==> src/rtl/rtc_pkg.sv <==
// Shared constants and types for the calendar / compare timer block
package rtc_pkg;
  // Register offsets
  localparam logic [3:0] RA_SEC  = 4'h0;
  localparam logic [3:0] RA_MIN  = 4'h1;
  localparam logic [3:0] RA_HR   = 4'h2;
  localparam logic [3:0] RA_WK   = 4'h3;
  localparam logic [3:0] RA_DAY  = 4'h4;
  localparam logic [3:0] RA_MON  = 4'h5;
  localparam logic [3:0] RA_YR   = 4'h6;
  localparam logic [3:0] RA_CTRL = 4'h7;
  localparam logic [3:0] RA_OSEL = 4'h8;
  localparam logic [3:0] RA_CORR = 4'h9;
  localparam logic [3:0] RA_PCFG = 4'hA;
  localparam logic [3:0] RA_AMIN = 4'hB;
  localparam logic [3:0] RA_AHR  = 4'hC;
  localparam logic [3:0] RA_AWK  = 4'hD;
  localparam logic [3:0] RA_SADJ = 4'hE;
  // Control and correction register bit positions
  localparam int CB_RUN  = 0;
  localparam int CB_MODE = 1;
  localparam int CB_H24  = 2;
  localparam int CB_PM   = 3;
  localparam int CB_SRST = 4;
  localparam int CB_CLEAR_ON_MATCH_BIT = 5;
  localparam int CB_AADJ = 6;
  localparam int CORR_GO = 7;
  localparam int CORR_SLOW = 6;
  // Reset and limit values
  localparam logic [7:0] CTRL_RST = 8'h00;
  localparam logic [7:0] BCD_ZERO = 8'h00;
  localparam logic [7:0] BCD_ONE  = 8'h01;
  localparam logic [7:0] SEC_MAX  = 8'h59;
  localparam logic [7:0] HALF_MIN = 8'h30;
  localparam logic [7:0] H24_MAX  = 8'h23;
  localparam logic [7:0] H12_MAX  = 8'h11;
  localparam logic [7:0] MON_MAX  = 8'h12;
  localparam logic [7:0] YR_MAX   = 8'h99;
  localparam logic [2:0] WK_MAX   = 3'h6;
  // Output pin selections
  localparam logic [2:0] PS_GPO = 3'h0;
  localparam logic [2:0] PS_TGL = 3'h5;
  localparam logic [2:0] PS_64  = 3'h6;
  localparam logic [2:0] PS_SUB = 3'h7;
  // Prescaler: exponent of each compare count source
  localparam int PRE_W = 13;
  localparam logic [7:0][3:0] PRE_EXP = {4'hD, 4'hC, 4'hB, 4'h9, 4'h8, 4'h7, 4'h5, 4'h3};

  typedef struct packed {
    logic periodic;
    logic alarm;
    logic cmp;
    logic ovf;
  } rtc_ev_s;

  function automatic logic [7:0] rtc_days(input logic [7:0] mon, input logic leap);
    unique case (mon)
      8'h02:                      rtc_days = leap ? 8'h29 : 8'h28;
      8'h04, 8'h06, 8'h09, 8'h11: rtc_days = 8'h30;
      default:                    rtc_days = 8'h31;
    endcase
  endfunction
endpackage

==> src/rtl/rtc_cnt.sv <==
// Binary counter stage with clear, load and carry out
`timescale 1ns/10ps
module rtc_cnt #(
  parameter int W = 8
) (
  input  wire logic         i_sys_clk,
  input  wire logic         i_rst_n,
  input  wire logic         i_en,
  input  wire logic         i_clr,
  input  wire logic         i_ld,
  input  wire logic [W-1:0] i_val,
  output logic      [W-1:0] o_q,
  output logic              o_carry
);
  assign o_carry = i_en && (&o_q);

  always_ff @(posedge i_sys_clk) begin
    if (!i_rst_n || i_clr) begin
      o_q <= '0;
    end else if (i_ld) begin
      o_q <= i_val;
    end else if (i_en) begin
      o_q <= W'(o_q + 1'b1);
    end
  end
endmodule // rtc_cnt

==> src/rtl/rtc_bcd.sv <==
// Two-digit BCD field with wrap between minimum and maximum
`timescale 1ns/10ps
module rtc_bcd #(
  parameter logic [7:0] RST_VAL = 8'h00
) (
  input  wire logic       i_sys_clk,
  input  wire logic       i_rst_n,
  input  wire logic       i_clr,
  input  wire logic       i_inc,
  input  wire logic       i_ld,
  input  wire logic [7:0] i_ld_val,
  input  wire logic [7:0] i_min,
  input  wire logic [7:0] i_max,
  output logic      [7:0] o_q,
  output logic            o_wrap
);
  logic [7:0] next_q;

  assign o_wrap = i_inc && (o_q >= i_max);

  always_comb begin
    if (o_wrap) begin
      next_q = i_min;
    end else if (o_q[3:0] >= 4'h9) begin
      next_q = {4'(o_q[7:4] + 4'h1), 4'h0};
    end else begin
      next_q = 8'(o_q + 8'h01);
    end
  end

  always_ff @(posedge i_sys_clk) begin
    if (!i_rst_n || i_clr) begin
      o_q <= RST_VAL;
    end else if (i_ld) begin
      o_q <= i_ld_val;
    end else if (i_inc) begin
      o_q <= next_q;
    end
  end
endmodule // rtc_bcd

==> src/rtl/rtc_timer.sv <==
// Calendar clock and compare-match timer with register port
//
// Decided for this implementation: the address map and the address-and-strobe port.
`timescale 1ns/10ps
module rtc_timer
  import rtc_pkg::*;
(
  input  wire logic       i_sys_clk,
  input  wire logic       i_rst_n,
  input  wire logic [3:0] i_addr,
  input  wire logic [7:0] i_wdata,
  input  wire logic       i_wr,
  input  wire logic       i_rd,
  input  wire logic       i_subclock_input,
  output logic      [7:0] o_rdata,
  output rtc_ev_s         o_ev,
  output logic            o_timer_output_pin
);
  logic [7:0]       ctrl, osel, corr, pcfg, amin, ahr, cmpv;
  logic [2:0]       awk, wk, stall_src;
  logic [5:0]       stall;
  logic [PRE_W-1:0] pre;
  logic [7:0]       c8_q, sec, mn, hr, day, mon, yr, rd_val;
  logic [3:0]       c4_q;
  logic [2:0]       c3_q;
  logic             sub_q, sub_tick, run, cmp, h24, clear_on_match_bit, srst, wr_ok;
  logic             pre_tick, cnt_step, match, match_ev, c8_carry, c4_carry;
  logic             sec_tick, sec_wrap, min_inc, min_wrap, hr_wrap, day_inc;
  logic             day_wrap, mon_wrap, leap, corr_pend, corr_now, adj30;
  logic             update_in_progress_flag, match_al, al_q, tgl, per_ev;
  logic [7:0]       per_vec;

  assign run  = ctrl[CB_RUN];
  assign cmp  = ctrl[CB_MODE];
  assign h24  = ctrl[CB_H24];
  assign clear_on_match_bit = ctrl[CB_CLEAR_ON_MATCH_BIT];
  assign srst = i_wr && (i_addr == RA_CTRL) && i_wdata[CB_SRST];
  assign update_in_progress_flag = !cmp && run && (&{c3_q, c4_q, c8_q});
  assign wr_ok = i_wr && !update_in_progress_flag && !cmp;
  assign sub_tick = i_subclock_input && !sub_q;

  // Prescaled count source for compare mode
  assign pre_tick = &(pre | ({PRE_W{1'b1}} << PRE_EXP[osel[6:4]]));
  assign cnt_step = run && cmp && pre_tick;
  assign match    = (c8_q == cmpv);
  assign match_ev = cnt_step && match;

  // Software correction request waits for the next second
  assign corr_now = sec_tick && (corr_pend || (ctrl[CB_AADJ] && sec_wrap));
  assign adj30    = wr_ok && (i_addr == RA_SADJ) && i_wdata[1] && (sec >= HALF_MIN);

  always_ff @(posedge i_sys_clk) begin
    if (!i_rst_n) begin
      sub_q <= 1'b0;
      pre   <= '0;
    end else begin
      sub_q <= i_subclock_input;
      pre   <= PRE_W'(pre + 1'b1);
    end
  end

  // Divider chain: 8 + 4 + 3 bits = 32768 in calendar mode
  rtc_cnt #(.W(8)) u_c8 (
    .i_sys_clk (i_sys_clk),
    .i_rst_n   (i_rst_n),
    .i_en      (cmp ? cnt_step : (run && sub_tick && stall == 6'h00)),
    .i_clr     (srst || (match_ev && clear_on_match_bit)),
    .i_ld      (corr_now && !corr[CORR_SLOW]),
    .i_val     ({2'b00, corr[5:0]}),
    .o_q       (c8_q),
    .o_carry   (c8_carry)
  );
  rtc_cnt #(.W(4)) u_c4 (
    .i_sys_clk (i_sys_clk),
    .i_rst_n   (i_rst_n),
    .i_en      (c8_carry && !cmp),
    .i_clr     (srst),
    .i_ld      (1'b0),
    .i_val     (4'h0),
    .o_q       (c4_q),
    .o_carry   (c4_carry)
  );
  rtc_cnt #(.W(3)) u_c3 (
    .i_sys_clk (i_sys_clk),
    .i_rst_n   (i_rst_n),
    .i_en      (c4_carry),
    .i_clr     (srst),
    .i_ld      (1'b0),
    .i_val     (3'h0),
    .o_q       (c3_q),
    .o_carry   (sec_tick)
  );

  // Slow correction swallows subclock edges
  assign stall_src = 3'(corr_now && corr[CORR_SLOW]);
  always_ff @(posedge i_sys_clk) begin
    if (!i_rst_n || srst) begin
      stall     <= 6'h00;
      corr_pend <= 1'b0;
    end else begin
      if (stall_src[0]) begin
        stall <= corr[5:0];
      end else if (sub_tick && stall != 6'h00) begin
        stall <= 6'(stall - 6'h01);
      end
      if (wr_ok && i_addr == RA_CORR && i_wdata[CORR_GO]) begin
        corr_pend <= 1'b1;
      end else if (sec_tick) begin
        corr_pend <= 1'b0;
      end
    end
  end

  // Calendar fields, BCD
  rtc_bcd #(.RST_VAL(BCD_ZERO)) u_sec (
    .i_sys_clk (i_sys_clk),
    .i_rst_n   (i_rst_n),
    .i_clr     (srst),
    .i_inc     (sec_tick && !cmp),
    .i_ld      (wr_ok && (i_addr == RA_SEC || (i_addr == RA_SADJ && |i_wdata[1:0]))),
    .i_ld_val  (i_addr == RA_SEC ? i_wdata : BCD_ZERO),
    .i_min     (BCD_ZERO),
    .i_max     (SEC_MAX),
    .o_q       (sec),
    .o_wrap    (sec_wrap)
  );
  assign min_inc = sec_wrap || adj30;
  rtc_bcd #(.RST_VAL(BCD_ZERO)) u_min (
    .i_sys_clk (i_sys_clk),
    .i_rst_n   (i_rst_n),
    .i_clr     (srst),
    .i_inc     (min_inc),
    .i_ld      (wr_ok && i_addr == RA_MIN),
    .i_ld_val  (i_wdata),
    .i_min     (BCD_ZERO),
    .i_max     (SEC_MAX),
    .o_q       (mn),
    .o_wrap    (min_wrap)
  );
  rtc_bcd #(.RST_VAL(BCD_ZERO)) u_hr (
    .i_sys_clk (i_sys_clk),
    .i_rst_n   (i_rst_n),
    .i_clr     (srst),
    .i_inc     (min_wrap),
    .i_ld      (wr_ok && i_addr == RA_HR),
    .i_ld_val  (i_wdata),
    .i_min     (BCD_ZERO),
    .i_max     (h24 ? H24_MAX : H12_MAX),
    .o_q       (hr),
    .o_wrap    (hr_wrap)
  );
  assign day_inc = hr_wrap && (h24 || ctrl[CB_PM]);
  assign leap = yr[4] ? (yr[3:0] == 4'h2 || yr[3:0] == 4'h6)
                      : (yr[3:0] == 4'h0 || yr[3:0] == 4'h4 || yr[3:0] == 4'h8);
  rtc_bcd #(.RST_VAL(BCD_ONE)) u_day (
    .i_sys_clk (i_sys_clk),
    .i_rst_n   (i_rst_n),
    .i_clr     (srst),
    .i_inc     (day_inc),
    .i_ld      (wr_ok && i_addr == RA_DAY),
    .i_ld_val  (i_wdata),
    .i_min     (BCD_ONE),
    .i_max     (rtc_days(mon, leap)),
    .o_q       (day),
    .o_wrap    (day_wrap)
  );
  rtc_bcd #(.RST_VAL(BCD_ONE)) u_mon (
    .i_sys_clk (i_sys_clk),
    .i_rst_n   (i_rst_n),
    .i_clr     (srst),
    .i_inc     (day_wrap),
    .i_ld      (wr_ok && i_addr == RA_MON),
    .i_ld_val  (i_wdata),
    .i_min     (BCD_ONE),
    .i_max     (MON_MAX),
    .o_q       (mon),
    .o_wrap    (mon_wrap)
  );
  rtc_bcd #(.RST_VAL(BCD_ZERO)) u_yr (
    .i_sys_clk (i_sys_clk),
    .i_rst_n   (i_rst_n),
    .i_clr     (srst),
    .i_inc     (mon_wrap),
    .i_ld      (wr_ok && i_addr == RA_YR),
    .i_ld_val  (i_wdata),
    .i_min     (BCD_ZERO),
    .i_max     (YR_MAX),
    .o_q       (yr),
    .o_wrap    ()
  );

  // Weekday is plain binary
  always_ff @(posedge i_sys_clk) begin
    if (!i_rst_n || srst) begin
      wk <= 3'h0;
    end else if (wr_ok && i_addr == RA_WK) begin
      wk <= i_wdata[2:0];
    end else if (day_inc) begin
      wk <= (wk >= WK_MAX) ? 3'h0 : 3'(wk + 3'h1);
    end
  end

  // Software registers
  always_ff @(posedge i_sys_clk) begin
    if (!i_rst_n) begin
      ctrl <= CTRL_RST;
      osel <= 8'h00;
      corr <= 8'h00;
      pcfg <= 8'h00;
      amin <= 8'h00;
      ahr  <= 8'h00;
      awk  <= 3'h0;
      cmpv <= 8'h00;
    end else begin
      if (i_wr && i_addr == RA_CTRL) begin
        ctrl <= {1'b0, i_wdata[6:5], 1'b0, i_wdata[3:0]};
        if (update_in_progress_flag) begin
          ctrl[CB_PM] <= ctrl[CB_PM] ^ (hr_wrap && !h24);
        end
      end else if (hr_wrap && !h24) begin
        ctrl[CB_PM] <= !ctrl[CB_PM];
      end
      if (i_wr && i_addr == RA_OSEL) osel <= {1'b0, i_wdata[6:0]};
      if (wr_ok && i_addr == RA_CORR) corr <= {1'b0, i_wdata[6:0]};
      if (i_wr && i_addr == RA_PCFG) pcfg <= {1'b0, i_wdata[6:0]};
      if (wr_ok && i_addr == RA_AMIN) amin <= i_wdata;
      if (wr_ok && i_addr == RA_AHR) ahr <= i_wdata;
      if (wr_ok && i_addr == RA_AWK) awk <= i_wdata[2:0];
      if (i_wr && cmp && i_addr == RA_MIN) cmpv <= i_wdata;
    end
  end

  // Periodic and alarm events
  assign per_vec = {mon_wrap, day_wrap, day_inc, min_wrap, min_inc, sec_tick,
                    c4_carry && (&c3_q[1:0]), c4_carry && c3_q[0]};
  assign per_ev  = pcfg[3] && per_vec[pcfg[2:0]];
  assign match_al = !cmp && (|pcfg[6:4])
                    && (!pcfg[4] || mn == amin)
                    && (!pcfg[5] || {ctrl[CB_PM], hr[6:0]} == ahr)
                    && (!pcfg[6] || wk == awk);

  always_ff @(posedge i_sys_clk) begin
    if (!i_rst_n) begin
      al_q <= 1'b0;
      o_ev <= '0;
    end else begin
      al_q          <= match_al;
      o_ev.periodic <= per_ev && !cmp;
      o_ev.alarm    <= match_al && !al_q;
      o_ev.cmp      <= match_ev;
      o_ev.ovf      <= cnt_step && (&c8_q) && !(match && clear_on_match_bit);
    end
  end

  // Output pin
  always_ff @(posedge i_sys_clk) begin
    if (!i_rst_n || srst) begin
      tgl <= 1'b0;
    end else if (match_ev && osel[2:0] == PS_TGL) begin
      tgl <= !tgl;
    end
  end

  always_ff @(posedge i_sys_clk) begin
    if (!i_rst_n) begin
      o_timer_output_pin <= 1'b0;
    end else begin
      unique case (osel[2:0])
        PS_GPO: o_timer_output_pin <= osel[3];
        PS_TGL: o_timer_output_pin <= cmp ? tgl : c3_q[2];
        PS_64:  o_timer_output_pin <= cmp ? osel[3] : c4_q[0];
        PS_SUB: o_timer_output_pin <= sub_q;
        default: o_timer_output_pin <= pre[osel[2:0]];
      endcase
    end
  end

  // Read port
  always_comb begin
    unique case (i_addr)
      RA_SEC:  rd_val = cmp ? c8_q : {update_in_progress_flag, sec[6:0]};
      RA_MIN:  rd_val = cmp ? cmpv : mn;
      RA_HR:   rd_val = hr;
      RA_WK:   rd_val = {5'h00, wk};
      RA_DAY:  rd_val = day;
      RA_MON:  rd_val = mon;
      RA_YR:   rd_val = yr;
      RA_CTRL: rd_val = ctrl;
      RA_OSEL: rd_val = osel;
      RA_CORR: rd_val = {corr_pend, corr[6:0]};
      RA_PCFG: rd_val = pcfg;
      RA_AMIN: rd_val = amin;
      RA_AHR:  rd_val = ahr;
      RA_AWK:  rd_val = {5'h00, awk};
      default: rd_val = 8'h00;
    endcase
  end

  always_ff @(posedge i_sys_clk) begin
    if (!i_rst_n) begin
      o_rdata <= 8'h00;
    end else begin
      o_rdata <= i_rd ? rd_val : 8'h00;
    end
  end
endmodule // rtc_timer

==> config.mk <==
export PLATFORM = sky130hd
export DESIGN_NAME = rtc_timer
export DESIGN_NICKNAME = d
export VERILOG_FILES = /design/src/rtl/rtc_pkg.sv /design/src/rtl/rtc_cnt.sv /design/src/rtl/rtc_bcd.sv /design/src/rtl/rtc_timer.sv
export SDC_FILE = /design/constraint.sdc
export NUM_CORES = 1
export LEC_CHECK = 0
export BUFFER_PORTS_ARGS = -buffer_cell sky130_fd_sc_hd__buf_2
export CORE_AREA = 2 2 171 173
export CTS_CLUSTER_DIAMETER = 80
export DETAILED_ROUTE_END_ITERATION = 7
export DIE_AREA = 0 0 173 175
export SLEW_MARGIN = 20
export SYNTH_ARGS = -nofsm -noshare
export SYNTH_HDL_FRONTEND = slang
export SYNTH_SLANG_ARGS = --single-unit
==> constraint.sdc <==
create_clock -name i_sys_clk -period 4.35 [get_ports i_sys_clk]
set_input_delay 0.2175 -clock i_sys_clk [delete_from_list [all_inputs] [get_ports i_sys_clk]]
set_output_delay 0.2175 -clock i_sys_clk [all_outputs]
set_load 0.02 [all_outputs]
==> results of run 1 <==
[worst max-delay path by stage]
stage / start / end / slack, ns / depth (start not counted)
2_1_floorplan: u_mon.o_q[1] / u_yr.o_q[0] / 1.14 / 14
3_3_place_gp: u_mon.o_q[1] / u_mon.o_q[3] / 0.83 / 13
3_5_place_dp: u_mon.o_q[1] / u_mon.o_q[3] / 0.71 / 13
4_1_cts: u_mon.o_q[1] / u_mon.o_q[3] / 0.67 / 13
5_1_grt: u_mon.o_q[1] / u_mon.o_q[3] / 0.31 / 13
6_report: u_mon.o_q[1] / u_mon.o_q[3] / 0.57 / 13
[layer usage]
layer | part of all wire, % | wire length (µm) | track usage [%]
met1 | 44 | 14100 | 29.1
met2 | 44 | 14100 | 32.6
met3 | 8.4 | 2690 | 3.89
met4 | 3.5 | 1110 | 9.00
met5 | 0 | 0 | 0
[power by group]
group | switching, mW | leakage (nW) | internal [mW] | total (mW)
logic | 0.236 | 2.19 | 0.142 | 0.377
registers | 0.0489 | 1.29 | 1.51 | 1.56
clock network | 0.677 | 0.275 | 0.814 | 1.49
[state kept, by name (all words and copies together), names as in the netlist, 6 cells and up, named ones only]
register	cells
o_rdata	8
ahr	8
u_sec.o_q	8
stall	6
u_min.o_q	8
u_hr.o_q	8
pre	13
corr	7
ctrl	6
u_c8.o_q	8
osel	7
pcfg	7
u_mon.o_q	8
u_yr.o_q	8
amin	8
cmpv	8
u_day.o_q	8
[kinds of logic after synthesis]
group | Yosys count | synth area share [%]
DFF | 160 | 32.8
xor gates and xnor gates | 48 | 4.31
adders and majority gates | 49 | 6.28
muxes | 90 | 9.37
AOI/OAI and AO/OA | 289 | 20.4
and+or+nand+nor | 426 | 22.2
buffers and inverters | 113 | 4.68
[worst register-to-register path: cells and delay by family (launching register included)]
family	cells	cell delay, ns
flops	1	0.38
buf+inv	1	0.11
simple gates	2	0.95
compound gates	7	1.68
fa+ha+maj	2	0.45
mux	1	0.13
[cell usage after synthesis, types with 8 or more instances]
| master | count | area (µm²) |
|---|---|---|
| nor4_1 | 11 | 68.8 |
| nand4_1 | 22 | 138 |
| inv_1 | 40 | 150 |
| xnor2_1 | 40 | 350 |
| ha_1 | 49 | 613 |
| a21oi_1 | 71 | 355 |
| nor3_1 | 20 | 100 |
| nand2b_1 | 16 | 100 |
| nor2b_1 | 20 | 125 |
| nor2_1 | 121 | 454 |
| or3_1 | 12 | 75.1 |
| o31ai_1 | 9 | 67.6 |
| and2_1 | 14 | 87.6 |
| nand2_1 | 95 | 357 |
| dfxtp_1 | 160 | 3200 |
| buf_2 | 11 | 55.1 |
| mux2i_1 | 79 | 791 |
| a211oi_1 | 15 | 113 |
| clkbuf_1 | 55 | 206 |
| xor2_1 | 8 | 70.1 |
| a31oi_1 | 25 | 156 |
| o22ai_1 | 9 | 56.3 |
| a22oi_1 | 21 | 158 |
| nand3_1 | 46 | 230 |
| mux2_2 | 11 | 124 |
| a32oi_1 | 12 | 105 |
| and3_1 | 14 | 87.6 |
| o21ai_0 | 46 | 230 |
[final cells by class]
class | instances | area (µm²)
fillers | 2947 | 17600
multi-input cells | 902 | 6110
flip-flops and latches | 160 | 3200
well taps | 384 | 480
clock buffers | 19 | 443
repair buffers | 46 | 285
inverters | 40 | 150
clock inverters | 13 | 129
[metrics by stage]
stage                     hold WS, ns  instance area (µm²)  total power [mW]  std cells
after floorplan                 0.339                 9760              1.85       1175
after global placement          0.378                10200              1.96       1532
after detailed placement        0.379                10200              1.96       1532
after CTS                      0.0151                10800              3.44       1564
after global routing           0.0362                10800              3.55       1564
final                          0.0177                10800              3.42       1564
==> flow_metrics.env, run 1 <==
export IMPL_outcome="completed"
export IMPL_cp_cell_sequence="inv_1 -> ha_1 -> nor4b_1 -> a21oi_1 -> o21ai_0 -> mux2i_1 -> ha_1 -> or4b_2 -> a21oi_1 -> o211ai_1 -> a41oi_2 -> o21ai_0 -> a31oi_1"
export IMPL_final_cell_mix="160 x dfxtp_1, 121 x nor2_1, 95 x nand2_1, 79 x mux2i_1, 71 x a21oi_1"
export IMPL_initial_utilization_pct=34.4
export IMPL_grt_usage_pct=21.2
export IMPL_synth_area_mm2=0.00976
export IMPL_grt_pass1_wl_um=49700
export IMPL_dr_pass1_iters=6
export IMPL_port_buffers=29
export IMPL_postSynthCellCount=1175
export IMPL_fin_tns_setup_ns=0
export IMPL_tritoncts="yes"
export IMPL_critPathSlowestCell="or4b_2"
export IMPL_core_mm2=0.0284
export IMPL_worst_setup_path_type="reg -> reg"
export IMPL_max_vdd_ir_drop_v=0.000246
export IMPL_fin_skew_ns=0.0122
export IMPL_root_buffer="clkbuf_16"
export IMPL_drv_slew=0
export IMPL_place_ws_ns=0.711
export IMPL_vias=9091
export IMPL_critPathLaunchType="flop"
export IMPL_period_share_pct=86.9
export IMPL_drc=0
export IMPL_post_cts_resized=0
export IMPL_min_path_type="in -> reg"
export IMPL_cts_buffers=17
export IMPL_power_per_cell_area_mw_per_mm2=317
export IMPL_path_buf_inv=1
export IMPL_viasPerCell=5.81
export IMPL_hpwl_um=22600
export IMPL_critPathMaxFanout=7
export IMPL_nets=1233
export IMPL_cp_arrival_ns=4.15
export IMPL_postSynthAreaPerCell_um2=8.31
export IMPL_drt_iter0_drc=1132
export IMPL_die_h_um=175
export IMPL_final_common_cell="dfxtp_1"
export IMPL_htree_levels=4
export IMPL_post_cts_buffers=0
export IMPL_ys_types=87
export IMPL_p_leak_nw=3.76
export IMPL_max_freq_ghz=0.264
export IMPL_r2r_start="u_mon.o_q[1]"
export IMPL_min_from="i_subclock_input"
export IMPL_setup_violations=0
export IMPL_worstPathRequired_ns=4.72
export IMPL_crit_family="compound AO/OA/AOI/OAI gates"
export IMPL_worst_path_largest_cell_delay_ns=0.61
export IMPL_rrSetupSlack_ns=0.57
export IMPL_worst_slack_ns=0.569
export IMPL_io_pins=30
export IMPL_ant_nets=0
export IMPL_r2r_cells=13
export IMPL_async_reset_ff_share_pct=0
export IMPL_synth_top_flop_cell="dfxtp_1"
export IMPL_syn_num_nets=1241
export IMPL_synth_edff_count=0
export IMPL_grt_max_degree=48
export IMPL_slew_headroom_pct=35.4
export IMPL_maxCapViolCount=0
export IMPL_numClockSinks=160
export IMPL_min_period_ns=3.78
export IMPL_grt_overflow=0
export IMPL_gp_congestion=1.00
export IMPL_yosys_warnings=0
export IMPL_ys_seq_elements=160
export IMPL_finalHoldViolCount=0
export IMPL_end_kind="flop"
export IMPL_std_cell_rows=62
export IMPL_clock_latency_ns=0.44
export IMPL_wirelength_um=32000
export IMPL_drive_above_1_share_pct=9.32
export IMPL_die_x_um=173
export IMPL_clkTransAtPathRegs_ns=0.06
export IMPL_r2r_end="u_mon.o_q[3]"
export IMPL_grt_pass1_vias=8445
export IMPL_antenna_found_initial=0
export IMPL_postCtsHoldBufs=0
export IMPL_wl_per_cell_um=20.5
export IMPL_insertedDiodeCount=0
export IMPL_final_util_pct=38.1
export IMPL_hold_end="sub_q"
export IMPL_synth_seq_area_share_pct=32.8
export IMPL_cts_buffer_depth=2
export IMPL_min_path_cells=2
export IMPL_syn_to_final_growth_pct=10.7
export IMPL_rsz0062_at_grt="false"
export IMPL_max_slew_worst_pin_slew_ns=0.961
export IMPL_die_area_mm2=0.0303
(Power assumes the default switching activity.)
==> run 2: changes to the inputs <==
--- a/config.mk
+++ b/config.mk
@@ -10,6 +10,7 @@
 export CTS_CLUSTER_DIAMETER = 80
 export DETAILED_ROUTE_END_ITERATION = 7
 export DIE_AREA = 0 0 173 175
+export RECOVER_POWER = 25
 export SLEW_MARGIN = 20
 export SYNTH_ARGS = -nofsm -noshare
 export SYNTH_HDL_FRONTEND = slang
==> flow_metrics.env, run 2 (synthesis results as in run 1) <==
export IMPL_min_path_type="in -> reg"
export IMPL_hpwl_um=22600
export IMPL_outcome="finished with violations"
export IMPL_min_period_ns=3.78
export IMPL_htree_levels=4
export IMPL_syn_to_final_growth_pct=10.4
export IMPL_dr_pass1_iters=6
export IMPL_slew_headroom_pct=-47.0
export IMPL_largest_reg_flops=13
export IMPL_end_kind="flop"
export IMPL_worst_setup_path_type="reg -> reg"
export IMPL_critPathLaunchType="flop"
export IMPL_rsz0062_at_grt="false"
export IMPL_viasPerCell=5.83
export IMPL_post_cts_buffers=0
export IMPL_cts_buffer_depth=2
export IMPL_final_common_cell="dfxtp_1"
export IMPL_drive_above_1_share_pct=7.88
export IMPL_worstPathRequired_ns=4.71
export IMPL_top_register="pre"
export IMPL_std_cell_rows=62
export IMPL_clkTransAtPathRegs_ns=0.06
export IMPL_die_area_mm2=0.0303
export IMPL_grt_usage_pct=21.2
export IMPL_postCtsHoldBufs=0
export IMPL_max_freq_ghz=0.264
export IMPL_core_mm2=0.0284
export IMPL_grt_max_degree=48
export IMPL_fin_skew_ns=0.0132
export IMPL_power_per_cell_area_mw_per_mm2=317
export IMPL_ant_nets=0
export IMPL_grt_pass1_wl_um=49700
export IMPL_insertedDiodeCount=0
export IMPL_die_h_um=175
export IMPL_dp_cells=1532
export IMPL_grt_overflow=0
export IMPL_drc=0
export IMPL_final_cell_mix="160 x dfxtp_1, 121 x nor2_1, 95 x nand2_1, 79 x mux2i_1, 71 x a21oi_1"
export IMPL_wl_per_cell_um=20.5
export IMPL_gp_congestion=1.00
export IMPL_finalHoldViolCount=0
export IMPL_root_buffer="clkbuf_16"
export IMPL_drt_iter0_drc=1109
export IMPL_instances_no_fill=1564
export IMPL_cts_buffers=17
export IMPL_port_buffers=29
export IMPL_numClockSinks=160
export IMPL_grt_pass1_vias=8445
export IMPL_fin_tns_setup_ns=0
export IMPL_post_cts_resized=0
export IMPL_antenna_found_initial=0
export IMPL_tritoncts="yes"
export IMPL_clock_latency_ns=0.44
export IMPL_cp_arrival_ns=4.15
export IMPL_period_share_pct=87.0
export IMPL_critPathMaxFanout=7
export IMPL_violations="max-capacitance violations, max-slew violations"
export IMPL_drv_slew=45
export IMPL_vias=9111
export IMPL_io_pins=30
export IMPL_p_leak_nw=3.69
export IMPL_setup_violations=0
export IMPL_wirelength_um=32000
export IMPL_maxCapViolCount=1
export IMPL_initial_utilization_pct=34.4
export IMPL_max_vdd_ir_drop_v=0.000245
export IMPL_max_slew_worst_pin_slew_ns=2.21
export IMPL_nets=1233
export IMPL_die_x_um=173
[run 2: power by group]
group          internal [mW]  switching, mW
sequential              1.51         0.0486
clock                  0.814          0.677
combinational          0.141          0.235
[run 2: per-layer routing]
| metal | up-vias | global-route usage, % | routed length [µm] |
|---|---|---|---|
| met5 | - | 0 | 0 |
| met4 | 0 | 9.00 | 1160 |
| met3 | 82 | 3.89 | 2850 |
| met2 | 428 | 32.6 | 14100 |
| met1 | 4314 | 29.1 | 13900 |
| li1 | 4287 | - | - |
[run 2: worst max-delay path: stages, from the launching register on]
cell,delay [ns]
dfxtp_1,0.39
inv_1,0.12
ha_1,0.17
nor4b_1,0.34
a21oi_1,0.12
o21ai_0,0.24
mux2i_1,0.13
ha_1,0.27
or4b_2,0.61
a21oi_1,0.21
o211ai_1,0.25
a41oi_2,0.54
o21ai_0,0.17
a31oi_1,0.15
[run 2: cell type report]
class	instances	area, µm²
Clock buffer	19	443
Clock inverter	13	129
Fill cell	2953	17600
Inverter	40	150
Multi-Input combinational cell	902	6110
Sequential cell	160	3200
Tap cell	384	480
Timing Repair Buffer	46	263
[run 2: stage by stage]
stage | setup slack [ns] | power (mW) | hold slack, ns | instance area, µm² | util [%]
after floorplan | 1.14 | 1.85 | 0.339 | 9760 | -
after global placement | 0.828 | 1.96 | 0.378 | 10200 | 36.0
after detailed placement | 0.711 | 1.96 | 0.379 | 10200 | 36.0
after CTS | 0.668 | 3.44 | 0.0151 | 10800 | 38.1
after global routing | 0.310 | 3.55 | 0.0362 | 10800 | 38.0
final | 0.567 | 3.42 | 0.0187 | 10800 | 38.0
[run 2: worst paths after layout]
check                                       from           end  slack (ns)  cells past startpoint
worst max-delay path                u_mon.o_q[1]  u_mon.o_q[3]        0.57                     13
worst min-delay path            i_subclock_input         sub_q        0.02                      2
worst max register to register      u_mon.o_q[1]  u_mon.o_q[3]        0.57                     13
worst min register to register              al_q       o_ev[2]        0.38                      1
==> run 3: changes to the inputs <==
--- a/config.mk
+++ b/config.mk
@@ -10,6 +10,8 @@
 export CTS_CLUSTER_DIAMETER = 80
 export DETAILED_ROUTE_END_ITERATION = 7
 export DIE_AREA = 0 0 173 175
+export GPL_ROUTABILITY_DRIVEN = 0
+export PLACE_DENSITY = 0.58
 export RECOVER_POWER = 25
 export SLEW_MARGIN = 20
 export SYNTH_ARGS = -nofsm -noshare
==> flow_metrics.env, run 3 (synthesis results as in run 1) <==
export IMPL_outcome="finished with violations"
export IMPL_violations="max-capacitance violations, max-slew violations"
export IMPL_min_from="i_subclock_input"
export IMPL_grt_max_degree=66
export IMPL_antenna_found_initial=0
export IMPL_grt_pass1_vias=8477
export IMPL_wl_per_cell_um=20.9
export IMPL_insertedDiodeCount=0
export IMPL_root_buffer="clkbuf_16"
export IMPL_worst_path_largest_cell_delay_ns=0.60
export IMPL_dr_pass1_iters=6
export IMPL_r2r_start="u_mon.o_q[1]"
export IMPL_drive_above_1_share_pct=8.20
export IMPL_dpl_cell_area_mm2=0.0102
export IMPL_min_period_ns=3.71
export IMPL_path_depth=13
export IMPL_std_cell_rows=62
export IMPL_tritoncts="yes"
export IMPL_timing_hold_ws_ns=0.0161
export IMPL_power_per_cell_area_mw_per_mm2=320
export IMPL_worst_slack_ns=0.637
export IMPL_cp_cell_sequence="inv_1 -> ha_1 -> nor4b_1 -> a21oi_1 -> o21ai_0 -> mux2i_1 -> ha_1 -> or4b_2 -> a21oi_1 -> o211ai_1 -> a41oi_2 -> o21ai_0 -> a31oi_1"
export IMPL_cts_buffer_depth=2
export IMPL_nets=1236
export IMPL_cp_arrival_ns=4.08
export IMPL_core_mm2=0.0284
export IMPL_cts_buffers=17
export IMPL_hpwl_um=23000
export IMPL_p_leak_nw=3.72
export IMPL_htree_levels=4
export IMPL_viasPerCell=5.82
export IMPL_end_kind="flop"
export IMPL_postCtsHoldBufs=0
export IMPL_path_buf_inv=1
export IMPL_r2r_cells=13
export IMPL_drv_slew=94
export IMPL_fin_skew_ns=0.0163
export IMPL_top_register="pre"
export IMPL_largest_reg_flops=13
export IMPL_initial_utilization_pct=34.4
export IMPL_rrSetupSlack_ns=0.64
export IMPL_max_vdd_ir_drop_v=0.000267
export IMPL_syn_to_final_growth_pct=10.7
export IMPL_maxCapViolCount=2
export IMPL_critPathMaxFanout=7
export IMPL_post_cts_resized=0
export IMPL_instances_no_fill=1567
export IMPL_period_share_pct=85.4
export IMPL_slew_headroom_pct=-108
export IMPL_port_buffers=29
export IMPL_setup_violations=0
export IMPL_drc=0
export IMPL_die_area_mm2=0.0303
export IMPL_final_cell_mix="160 x dfxtp_1, 121 x nor2_1, 95 x nand2_1, 79 x mux2i_1, 71 x a21oi_1"
export IMPL_finalHoldViolCount=0
export IMPL_wirelength_um=32700
export IMPL_drt_iter0_drc=957
export IMPL_io_pins=30
export IMPL_dp_cells=1535
export IMPL_critPathLaunchType="flop"
export IMPL_vias=9127
export IMPL_max_freq_ghz=0.269
export IMPL_critPathSlowestCell="or4b_2"
export IMPL_grt_overflow=0
export IMPL_max_slew_worst_pin_slew_ns=3.12
export IMPL_fin_tns_setup_ns=0
export IMPL_rsz0062_at_grt="false"
export IMPL_final_common_cell="dfxtp_1"
export IMPL_die_x_um=173
export IMPL_die_h_um=175
export IMPL_final_area_mm2=0.0108
export IMPL_min_path_type="in -> reg"
export IMPL_ant_nets=0
export IMPL_r2r_end="u_mon.o_q[3]"
export IMPL_min_path_cells=2
export IMPL_worst_setup_path_type="reg -> reg"
export IMPL_place_ws_ns=0.728
export IMPL_grt_pass1_wl_um=50700
export IMPL_worstPathRequired_ns=4.72
export IMPL_clkTransAtPathRegs_ns=0.07
export IMPL_crit_family="compound AO/OA/AOI/OAI gates"
export IMPL_clock_latency_ns=0.44
export IMPL_post_cts_buffers=0
export IMPL_numClockSinks=160
export IMPL_hold_end="sub_q"
export IMPL_grt_usage_pct=21.7
[run 3: metal layers]
metal | track usage (%) | wire (µm)
met3 | 4.77 | 2670
met1 | 29.4 | 14500
met2 | 32.7 | 14100
met5 | 0 | 0
met4 | 10.6 | 1520
[run 3: layout make-up]
| cell class | instances | area (µm²) |
|---|---|---|
| Clock inverter | 12 | 123 |
| Tap cell | 384 | 480 |
| Clock buffer | 20 | 457 |
| Timing Repair Buffer | 49 | 270 |
| Sequential cell | 160 | 3200 |
| Inverter | 40 | 150 |
| Multi-Input combinational cell | 902 | 6120 |
| Fill cell | 2928 | 17600 |
[run 3: per-stage QoR]
| stage | total power [mW] | utilization, % |
|---|---|---|
| after floorplan | 1.85 | - |
| after global placement | 1.96 | 36.1 |
| after detailed placement | 1.96 | 36.1 |
| after CTS | 3.48 | 38.1 |
| after global routing | 3.60 | 38.0 |
| final | 3.46 | 38.0 |
[run 3: worst max-delay path by stage]
stage | start | end | slack [ns]
2_1_floorplan | u_mon.o_q[1] | u_yr.o_q[0] | 1.14
3_3_place_gp | u_mon.o_q[1] | u_mon.o_q[3] | 0.80
3_5_place_dp | u_mon.o_q[1] | u_mon.o_q[3] | 0.73
4_1_cts | u_mon.o_q[1] | u_mon.o_q[3] | 0.71
5_1_grt | u_mon.o_q[1] | u_mon.o_q[3] | 0.27
6_report | u_mon.o_q[1] | u_mon.o_q[3] | 0.64
[run 3: power by group]
part / leakage [nW] / switching [mW] / internal, mW
logic: 2.14 / 0.241 / 0.141
clock network: 0.287 / 0.688 / 0.833
registers: 1.29 / 0.0499 / 1.51
total: 3.72 / 0.979 / 2.48
